===== config.mk =====
export PLATFORM = sky130hd
export DESIGN_NAME = dcc_top
export DESIGN_NICKNAME = d
export VERILOG_FILES = /design/src/dcc_pkg.sv /design/src/dcc_top.sv
export VERILOG_INCLUDE_DIRS = /design/src
export SDC_FILE = /design/constraint.sdc
export NUM_CORES = 1
export LEC_CHECK = 0
export BUFFER_PORTS_ARGS = -buffer_cell sky130_fd_sc_hd__buf_2
export CORE_MARGIN = 1
export CORE_UTILIZATION = 23
export DETAILED_ROUTE_END_ITERATION = 12
export SLEW_MARGIN = 10
export SYNTH_ARGS = -nofsm -noshare
export SYNTH_HDL_FRONTEND = slang
export SYNTH_SLANG_ARGS = --single-unit

===== constraint.sdc =====
create_clock -name clk_in -period 1.7 [get_ports clk_in]
set_input_delay 0.17 -clock clk_in [delete_from_list [all_inputs] [get_ports clk_in]]
set_output_delay 0.17 -clock clk_in [all_outputs]
set_load 0.01 [all_outputs]

===== src/dcc_defines.svh =====
// Constants for the dual comparator control block: register offsets,
// field positions, reset values, mode codes and the phase divider.
// Assumes inclusion by bare name from the package and the top module.
`ifndef DCC_DEFINES_SVH
`define DCC_DEFINES_SVH

// Byte offsets of the word registers on the bus
`define DCC_OFS_CONFIG    5'h00
`define DCC_OFS_FLAG      5'h04
`define DCC_OFS_ENABLE    5'h08
`define DCC_OFS_PORT_DATA 5'h0C
`define DCC_OFS_PORT_DIR  5'h10

// Configuration register fields
`define DCC_CFG_MODE_LSB  0
`define DCC_CFG_SWITCH    3
`define DCC_CFG_INV_LSB   4
`define DCC_CFG_OUT_LSB   6

// Enable register fields
`define DCC_EN_CHG_LSB    0
`define DCC_EN_PERIPH     2
`define DCC_EN_GLOBAL     3

// Reset values
`define DCC_RST_CONFIG    6'h00
`define DCC_RST_DIR       6'h3F

// Comparator mode codes
`define DCC_MODE_OFF_ANA  3'h0
`define DCC_MODE_MUX3     3'h1
`define DCC_MODE_MUX4     3'h2
`define DCC_MODE_COMREF   3'h3
`define DCC_MODE_INDEP2   3'h4
`define DCC_MODE_INDEP1   3'h5
`define DCC_MODE_EXT_OUT  3'h6
`define DCC_MODE_OFF_DIG  3'h7

// Analog pin masks per mode group
`define DCC_ANA_ALL       6'h0F
`define DCC_ANA_TWO_ONLY  6'h0A
`define DCC_ANA_NONE      6'h00
`define DCC_DIG_OUT_PINS  6'h30
`define DCC_OUT_PIN_LSB   4

// System clock cycles per instruction cycle (four quarter phases)
`define DCC_PHASES        4
`define DCC_PHASE_W       2

`endif


===== src/dcc_pkg.sv =====
// Types shared by the dual comparator control block.
// Assumes dcc_defines.svh is on the include path.
package dcc_pkg;
  `include "dcc_defines.svh"

  // Software-written part of the configuration register
  typedef struct packed {
    logic [1:0] output_invert_bit;
    logic       input_switch_select;
    logic [2:0] comparator_mode_field;
  } dcc_cfg_s;

  // Interrupt enable bits
  typedef struct packed {
    logic       global_irq_enable;
    logic       peripheral_irq_enable;
    logic [1:0] comparator_change_irq_enable;
  } dcc_irq_en_s;
endpackage


===== src/dcc_top.sv =====
// Dual comparator control: polarity, mode decode, pin roles, input
// switch, mismatch detection and change flags behind an Avalon-MM slave.
// Assumes raw comparator results and pin levels synchronous to clk_in.
`timescale 1ns/1ns
`include "dcc_defines.svh"

module dcc_top
  import dcc_pkg::*;
(
  input  wire logic        clk_in,
  input  wire logic        reset_in,
  input  wire logic [4:0]  avs_address_in,
  input  wire logic        avs_read_in,
  input  wire logic        avs_write_in,
  input  wire logic [31:0] avs_writedata_in,
  input  wire logic [3:0]  avs_byteenable_in,
  output logic      [31:0] avs_readdata_out,
  output logic             avs_waitrequest_out,
  input  wire logic [1:0]  comp_raw_in,
  input  wire logic [5:0]  pin_level_in,
  output logic      [5:0]  pin_data_out,
  output logic      [5:0]  pin_oe_n_out,
  output logic      [5:0]  pin_analog_out,
  output logic      [1:0]  comp_enable_out,
  output logic      [1:0]  input_switch_out,
  output logic             timer_gate_out,
  output logic             irq_out
);

  // Pins pinned to a digital or analog role by the mode
  function automatic logic [5:0] analog_mask(input logic [2:0] mode);
    case (mode)
      `DCC_MODE_OFF_DIG: analog_mask = `DCC_ANA_NONE;
      `DCC_MODE_INDEP1:  analog_mask = `DCC_ANA_TWO_ONLY;
      default:           analog_mask = `DCC_ANA_ALL;
    endcase
  endfunction

  // Whether comparator idx runs in this mode
  function automatic logic comp_on(input logic [2:0] mode,
                                   input logic       idx);
    case (mode)
      `DCC_MODE_OFF_ANA: comp_on = 1'b0;
      `DCC_MODE_OFF_DIG: comp_on = 1'b0;
      `DCC_MODE_INDEP1:  comp_on = idx;
      default:           comp_on = 1'b1;
    endcase
  endfunction

  // Whether the input switch steers comparator idx in this mode
  function automatic logic switch_on(input logic [2:0] mode,
                                     input logic       idx);
    case (mode)
      `DCC_MODE_MUX3:  switch_on = ~idx;
      `DCC_MODE_MUX4:  switch_on = 1'b1;
      `DCC_MODE_INDEP1: switch_on = idx;
      default:         switch_on = 1'b0;
    endcase
  endfunction

  dcc_cfg_s            cfg_reg;
  dcc_irq_en_s         irq_en_reg;
  logic [1:0]          flag_reg;
  logic [1:0]          sample_reg;
  logic [1:0]          ref_reg;
  logic [1:0]          live;
  logic [1:0]          mismatch;
  logic [5:0]          port_latch_reg;
  logic [5:0]          dir_reg;
  logic [`DCC_PHASE_W-1:0] phase_reg;
  logic                first_quarter_phase;
  logic                wait_reg;
  logic [31:0]         rdata_reg;
  logic [31:0]         rdata_next;
  logic                acc_rd;
  logic                acc_wr;
  logic                cfg_touch;
  logic [5:0]          ana_now;

  assign ana_now = analog_mask(cfg_reg.comparator_mode_field);
  // The analog mask decode feeds the pin roles and the read mask, and a
  // second decode of the same mode sets the comparator power, so a mode change reaches all of them in the same cycle.
  // Powering a comparator up can flip its output and set a change
  // flag, which is why software masks interrupts around mode changes.

  // Bus request accepted on the edge where waitrequest is low
  assign acc_rd = avs_read_in  & ~wait_reg;
  assign acc_wr = avs_write_in & ~wait_reg & avs_byteenable_in[0];
  // Any read or write of config reloads the reference latches
  // A write with lane 0 off still counts here: every write implies a
  // read of config, even when nothing is stored.
  assign cfg_touch = (acc_rd | (avs_write_in & ~wait_reg)) &
                     (avs_address_in == `DCC_OFS_CONFIG);

  // Waitrequest: one wait cycle per request, then release
  // The wait cycle lets the read mux settle into rdata_reg, so read
  // data leave straight from a flop. A request still held after the
  // answer edge starts a fresh transfer.
  always_ff @(posedge clk_in) begin
    if (reset_in) begin
      wait_reg <= 1'b1;
    end else if (wait_reg) begin
      wait_reg <= ~(avs_read_in | avs_write_in);
    end else begin
      wait_reg <= 1'b1;
    end
  end

  // Quarter phase divider; pulse marks the first quarter
  // It free-runs from reset; besides config accesses, only one clock in
  // four loads the phase latch, so a change is seen at most four clocks late.
  always_ff @(posedge clk_in) begin
    if (reset_in) begin
      phase_reg <= '0;
    end else begin
      phase_reg <= phase_reg + `DCC_PHASE_W'(1);
    end
  end
  assign first_quarter_phase = (phase_reg == '0);

  // Per-comparator output forming and mismatch latches
  genvar gi;
  generate
    for (gi = 0; gi < 2; gi++) begin : g_comp
      // Raw high means noninverting above inverting, then polarity
      assign live[gi] = comp_on(cfg_reg.comparator_mode_field, 1'(gi)) &
                        (comp_raw_in[gi] ^
                         cfg_reg.output_invert_bit[gi]);

      // Phase latch, also reloaded by a config access
      always_ff @(posedge clk_in) begin
        if (reset_in) begin
          sample_reg[gi] <= 1'b0;
        end else if (first_quarter_phase | cfg_touch) begin
          sample_reg[gi] <= live[gi];
        end
      end

      // Reference latch, loaded only by config access
      always_ff @(posedge clk_in) begin
        if (reset_in) begin
          ref_reg[gi] <= 1'b0;
        end else if (cfg_touch) begin
          ref_reg[gi] <= live[gi];
        end
      end

      // A change shows here one phase pulse after it reaches live and
      // stays until a config access reloads both latches or the
      // output returns to the referenced level.
      assign mismatch[gi] = sample_reg[gi] ^ ref_reg[gi];

      // Change flag: software writes it, a mismatch sets it and wins
      // A clear during a mismatch is overridden at once, so software
      // must end the mismatch before the clear will stick.
      always_ff @(posedge clk_in) begin
        if (reset_in) begin
          flag_reg[gi] <= 1'b0;
        end else if (acc_wr && avs_address_in == `DCC_OFS_FLAG) begin
          flag_reg[gi] <= avs_writedata_in[gi] | mismatch[gi];
        end else if (mismatch[gi]) begin
          flag_reg[gi] <= 1'b1;
        end
      end
    end
  endgenerate

  // Configuration register; reset puts both comparators in mode 000
  always_ff @(posedge clk_in) begin
    if (reset_in) begin
      cfg_reg <= `DCC_RST_CONFIG;
    end else if (acc_wr && avs_address_in == `DCC_OFS_CONFIG) begin
      cfg_reg <= avs_writedata_in[`DCC_CFG_OUT_LSB-1:0];
    end
  end

  // Interrupt enables
  always_ff @(posedge clk_in) begin
    if (reset_in) begin
      irq_en_reg <= '0;
    end else if (acc_wr && avs_address_in == `DCC_OFS_ENABLE) begin
      irq_en_reg <= avs_writedata_in[`DCC_EN_GLOBAL:0];
    end
  end

  // Port data latch and direction bits
  always_ff @(posedge clk_in) begin
    if (reset_in) begin
      port_latch_reg <= '0;
      dir_reg        <= `DCC_RST_DIR;
    end else if (acc_wr && avs_address_in == `DCC_OFS_PORT_DATA) begin
      port_latch_reg <= avs_writedata_in[5:0];
    end else if (acc_wr && avs_address_in == `DCC_OFS_PORT_DIR) begin
      dir_reg <= avs_writedata_in[5:0];
    end
  end

  // Read data selection; unmapped addresses read zero
  always_comb begin
    rdata_next = '0;
    case (avs_address_in)
      `DCC_OFS_CONFIG: begin
        rdata_next[7:0] = {sample_reg, cfg_reg};
      end
      `DCC_OFS_FLAG: begin
        rdata_next[1:0] = flag_reg;
      end
      `DCC_OFS_ENABLE: begin
        rdata_next[`DCC_EN_GLOBAL:0] = irq_en_reg;
      end
      `DCC_OFS_PORT_DATA: begin
        rdata_next[5:0] = pin_level_in & ~ana_now;
      end
      `DCC_OFS_PORT_DIR: begin
        rdata_next[5:0] = dir_reg;
      end
      default: begin
        rdata_next = '0;
      end
    endcase
  end

  // Read data loaded in the wait cycle, stands in the answer cycle
  always_ff @(posedge clk_in) begin
    if (reset_in) begin
      rdata_reg <= '0;
    end else if (wait_reg & avs_read_in) begin
      rdata_reg <= rdata_next;
    end
  end
  assign avs_readdata_out    = rdata_reg;
  assign avs_waitrequest_out = wait_reg;

  // Pin drive: comparator outputs replace port data only in mode 110
  // Direction bits pass straight to the output enables; the two
  // output pins show nothing until software clears their bits.
  always_ff @(posedge clk_in) begin
    if (reset_in) begin
      pin_data_out   <= '0;
      pin_oe_n_out   <= '1;
      pin_analog_out <= `DCC_ANA_ALL;
    end else begin
      pin_oe_n_out   <= dir_reg;
      pin_analog_out <= ana_now;
      if (cfg_reg.comparator_mode_field == `DCC_MODE_EXT_OUT) begin
        pin_data_out <= (port_latch_reg & ~`DCC_DIG_OUT_PINS) |
                        {sample_reg, 4'h0};
      end else begin
        pin_data_out <= port_latch_reg;
      end
    end
  end

  // Comparator enables and input-switch steering
  always_ff @(posedge clk_in) begin
    if (reset_in) begin
      comp_enable_out  <= '0;
      input_switch_out <= '0;
    end else begin
      for (int i = 0; i < 2; i++) begin
        comp_enable_out[i]  <= comp_on(cfg_reg.comparator_mode_field,
                                       i[0]);
        input_switch_out[i] <= cfg_reg.input_switch_select &
                               switch_on(cfg_reg.comparator_mode_field,
                                         i[0]);
      end
    end
  end

  // Timer gate from comparator two only; interrupt needs global, peripheral and the set flag's own enable
  // The request is a level that stays up while any enabled flag is
  // set; the flags themselves are set whatever the enables hold.
  always_ff @(posedge clk_in) begin
    if (reset_in) begin
      timer_gate_out <= 1'b0;
      irq_out        <= 1'b0;
    end else begin
      timer_gate_out <= sample_reg[1];
      irq_out <= |(flag_reg & irq_en_reg.comparator_change_irq_enable) &
                 irq_en_reg.peripheral_irq_enable &
                 irq_en_reg.global_irq_enable;
    end
  end

endmodule


After elaboration in Yosys (flattened, before gate mapping)
Index checks and enable logic that the tools add are counted.
{ "totals": {"mem_bits_ro": 0, "mem_bits_rw": 0, "in_bits": 53, "ff_bits": 63, "wordCells": 94, "output_inout_bits": 57, "latch_bits": 0, "mem_count": 0} }
{ "classes": {"addsub": 1, "n_div": 0, "n_bitwise": 27, "shift": 0, "muxes": 16, "n_lt_le_gt_ge": 0, "n_reduce_logical": 17, "multipliers": 0, "eq_ne": 9} }
{ "ops": {"columns": ["op", "n"], "rows": [
  ["1-bit bitwise AND", 11],
  ["5-bit by 4-bit equality test with 1-bit output, second input constant", 2],
  ["1-bit 2-to-1 mux", 10],
  ["2-bit one-hot mux with 5 select lines", 1],
  ["2-bit OR reduction", 5],
  ["3-bit equality test, second input constant", 3],
  ["2-bit one-hot mux with 4 select lines", 1],
  ["4-bit one-hot mux with 2 select lines", 1],
  ["6-bit bitwise AND", 1],
  ["6-bit 2-to-1 mux", 1],
  ["6-bit NOT", 1],
  ["4-bit by 6-bit OR with 6-bit output", 1],
  ["2-bit one-hot mux with 3 select lines", 1],
  ["5-bit by 3-bit equality test with 1-bit output, second input constant", 1],
  ["5-bit equality test, second input constant", 1],
  ["1-bit logical AND", 5],
  ["5-bit logical NOT", 1],
  ["1-bit OR", 5],
  ["2-bit nonzero test", 2],
  ["1-bit XOR", 4],
  ["3-bit by 1-bit equality test with 1-bit output, second input constant", 1],
  ["3-bit by 2-bit equality test with 1-bit output, second input constant", 1],
  ["3-bit logical NOT", 1],
  ["1-bit NOT", 3],
  ["6 further kinds", 6]
]} }

Depth between registers and ports, before layout
{ "logic_depth": {"ltp_word": 6, "mapped_depth": 6, "depth_no_buf": 5} }

Worst setup path before layout
Ideal clock, no wire load.
{ "synth_path": {"kind": "reg-to-reg", "startpoint": "register wait_reg, in the netlist avs_waitrequest_out", "endpoint": "register dir_reg[2]", "setup_ns": 0.120, "n_path_buf": 2, "period_less_slack_ns": 1.553, "required_time_ns": 1.580, "path_stages_with_launch": 7, "slack_ns": 0.147, "arrival_ns": 1.433, "cell_sequence": "dfxtp_1 > and3b_1 > clkbuf_1 > nand3_1 > clkbuf_1 > nor2_1 > a211o_1"} }
{ "synth_via": {"elab_chain_len": 6, "word_cells_on_any_way": 7, "classes_between": "bitwise: 4; reduce/logical: 3"} }
{ "synth_rtl": {"columns": ["item", "line_no", "text"], "rows": [
  ["start, declared", "dcc_top.sv:72", "logic wait_reg;"],
  ["start signal, assigned", "dcc_top.sv:103", "wait_reg <= ~(avs_read_in | avs_write_in);"],
  ["1-bit NOT (no line) (*)", null, null],
  ["1-bit bitwise AND (*) (2 in a row)", "dcc_top.sv:88", "assign acc_wr = avs_write_in & ~wait_reg & avs_byteenable_in[0];"],
  ["1-bit logical AND (no line)", null, null],
  ["1-bit NOT (no line)", null, null],
  ["2-bit AND reduction (no line) (*)", null, null],
  ["end signal, assigned", "dcc_top.sv:190", "dir_reg <= `DCC_RST_DIR;"],
  ["end signal, assigned", "dcc_top.sv:194", "dir_reg <= avs_writedata_in[5:0];"],
  ["end, declared", "dcc_top.sv:69", "logic [5:0] dir_reg;"]
]} }
Every way passes the cells marked *; elsewhere a longest branch is shown, timed or not.
A chain may end at the register's enable or synchronous reset.

Worst setup path in the final report
{ "layout_path": {"startpoint": "register dir_reg[1]", "endpoint": "register rdata_reg[1], in the netlist avs_readdata_out[1]"} }
{ "layout_via": {"elab_chain_len": 1} }
{ "layout_rtl": {"columns": ["item", "line_no", "text"], "rows": [
  ["2-bit one-hot mux with 5 select lines", "dcc_top.sv:201", "case (avs_address_in)"],
  ["end signal, assigned", "dcc_top.sv:228", "rdata_reg <= rdata_next;"],
  ["end, declared", "dcc_top.sv:73", "logic [31:0] rdata_reg;"]
]} }
No other way between the ends.

==> results.md <==
- Post-Route WL: 6550 µm
- Peak VDD IR: 0.573 mV
- Vias post-DR: 2131
- H-tree levels: 3
- Reg clk slew, reported paths: 50 ps
- Hpwl dp: 5000 µm
- Layout cells sized above 1: between 20 and 30%
- Worst-Margin Slew: 652 ps
- Commonest non-fill, non-tap cell in the layout: dfxtp_1
- Cts hold-fix bufs: 0
- Max FO, Critical Path: 3
- RR Endpoint: avs_readdata_out[1]$_SDFFE_PP0P_
- Fmax: 640 MHz
- Post-route minimum period: 1560 ps
- Netlist cell types: between 40 and 50
- Worst Hold Class: in2reg
- Pwr dens: 1080 nW/µm²
- Number of buffers created by CTS: 9
- RR Startpoint: dir_reg[1]$_SDFFE_PP1P_
- R2R depth: 4
- Max Cap Violations: 0
- Max FFs per register: 8
- Total track usage: 11.2%
- Setup TNS Final: 0 ps
- Die area: roughly 12000 µm²
- Mapped Area: about 2700 µm²
- Worst Hold Depth: 3
- Largest net degree at the start of global routing: 24
- TritonCTS clock tree: done
- Number of global-route vias before repair: ~1900
- Area leader, netlist: dfxtp_1
- Startpoint type of the worst setup path: register
- First-pass GRT wire length: 9860 µm
- Most frequent cells in the layout: dfxtp_1 (59), buf_2 (54), nor2_1 (27)
- Ys Warns: 0
- # fillers: between 1000 and 1500
- Post-synth top area share: between 40 and 50%
- Cell Rows: 38
- Pleak: 0.00137 µW
- Post-synthesis sequential area ratio: 44.3%
- Worst Setup End Kind: register
- Nets: 402
- Post_cts resized: 0
- Worst hold endpoint: cfg_reg[4]$_SDFFE_PP0P_
- Slew Viols, Final: 0
- Placed cell count: 477
- DR iter-0 viols: 74
- Syn avg cell area: between 9 and 10 µm²
- Dpl cell area: roughly 3000 µm²
- Initial Util: ~24%
- Setup CP Type: reg2reg
- Num ports: 110
- TritonRoute pass-1 iters: 4
- Post-synthesis cell count: 289
- GP Congestion: 0.810
- Core ar.: about 11000 µm²
- Die Height: between 100 and 150 µm
- Flops & latches, synth: 59
- Global route overflow: 0
- Reg2reg setup slack: 140 ps
- Diode count: 0
- Max_slew headroom: between 50% and 60%
- Top post-synthesis cells by area: dfxtp_1 (44%), buf_4 (8.7%), mux2i_1 (6.0%)
- Fin util: 30.2%
- Chip Width: 110 µm
- Fin crit share: 91.8%
- Worst hold margin: about 140 ps
- Final setup fails: 0
- Clock Sinks: 59
- Setup bufs post-CTS: 0
- Final antenna-violating net count: 0
- Clock buffer depth: 2
- Fin. Hold Viols: 0
- Port bufs: between 50 and 60
- DRC viols: 0
- Vias/cell: 4.32
- Root buffer cell: clkbuf_16
- Fin cells: 493
- Final instance area: about 3300 µm²
- Routed WL per cell: 13.3 µm
- Setup Skew: approximately 5.6 ps
- Unrepaired setup endpoints after global routing: no
- Worst Path Arrival: 1800 ps
- Clock latency on the worst-skew pair: 330 ps
- HP Start: avs_writedata_in[4]
- Outcome: completed
- Required @ worst endpoint: 1940 ps
- Initial antenna violation count: 0
- Area growth syn-to-layout: 25.4%
-- Yosys cell counts, drive strengths merged --
cell	number
mux2	3
a32oi	1
buf	37
and3	2
nor2b	7
or3	2
a22oi	2
nor2	27
a21o	1
a22o	1
nor4	1
dfxtp	59
nor3b	3
and4	1
a221oi	5
or2	7
a41oi	1
ha	1
conb	1
a31oi	1
o221a	1
nor3	10
nand2b	1
and4b	1
nand3	18
a2111oi	1
nand3b	5
o21ai	2
and3b	1
nand2	20
xnor2	5
and2	1
o311ai	1
a21oi	16
nand4b	1
mux2i	16
clkbuf	9
a211o	6
a211oi	1
inv	9
or3b	1
-- per-stage QoR --
step | setup slack [ps] | total power (µW)
global route | 28.7 | 3710
detailed placement | 79.9 | 1650
global placement | 79.1 | 1640
floorplan | 147 | 1600
finish | 139 | 3600
CTS | 138 | 3640
-- power by group --
group	switching, µW	internal [µW]	total, µW
sequential	5.35	1400	1400
combinational	140	78.8	219
clock	620	1360	1980
-- critical path, cell delays in order (launching register included) --
cell	delay [ps]
dfxtp_1	370
nand3b_1	90
a2111oi_0	640
a221oi_2	90
a221oi_2	290
-- area by class of cell --
cell class / instances / area [µm²] / area share (%)
well taps: 140 / 175 / 5.24
clock inverters: 4 / 72.6 / 2.17
clock buffers: 12 / 256 / 7.67
multi-input cells: 200 / 1230 / 36.8
repair buffers: 69 / 395 / 11.8
inverters: 9 / 33.8 / 1.01
flip-flops and latches: 59 / 1180 / 35.3
-- how the worst max path moves through the flow --
| stage | from | to | slack [ps] | depth (start not counted) |
|---|---|---|---|---|
| CTS | dir_reg[1]$_SDFFE_PP1P_ | avs_readdata_out[1]$_SDFFE_PP0P_ | 140 | 4 |
| floorplan | avs_waitrequest_out$_SDFF_PP1_ | dir_reg[2]$_SDFFE_PP1P_ | 150 | 6 |
| global placement | avs_address_in[1] | cfg_reg[1]$_SDFFE_PP0P_ | 80 | 6 |
| detailed placement | avs_address_in[1] | avs_readdata_out[2]$_SDFFE_PP0P_ | 80 | 5 |
| finish | dir_reg[1]$_SDFFE_PP1P_ | avs_readdata_out[1]$_SDFFE_PP0P_ | 140 | 4 |
| global route | avs_waitrequest_out$_SDFF_PP1_ | dir_reg[3]$_SDFFE_PP1P_ | 30 | 3 |
-- layer usage --
metal | GRT usage, % | up-vias | share of wire [%]
li1 | - | 1061 | -
met1 | 13.8 | 992 | 44
met2 | 17.8 | 69 | 47
met3 | 4.56 | 9 | 7.9
met4 | 3.71 | 0 | 1.1
met5 | 0 | - | 0
-- kinds of logic after synthesis --
family | synth area share [%]
simple gates | 22.2
other cells | 0.141
mux | 7.27
fa+ha+maj | 0.469
flops | 44.3
buf+inv | 13.1
compound gates | 10.9
xor+xnor | 1.64
Power figures use the tool's default switching activity.
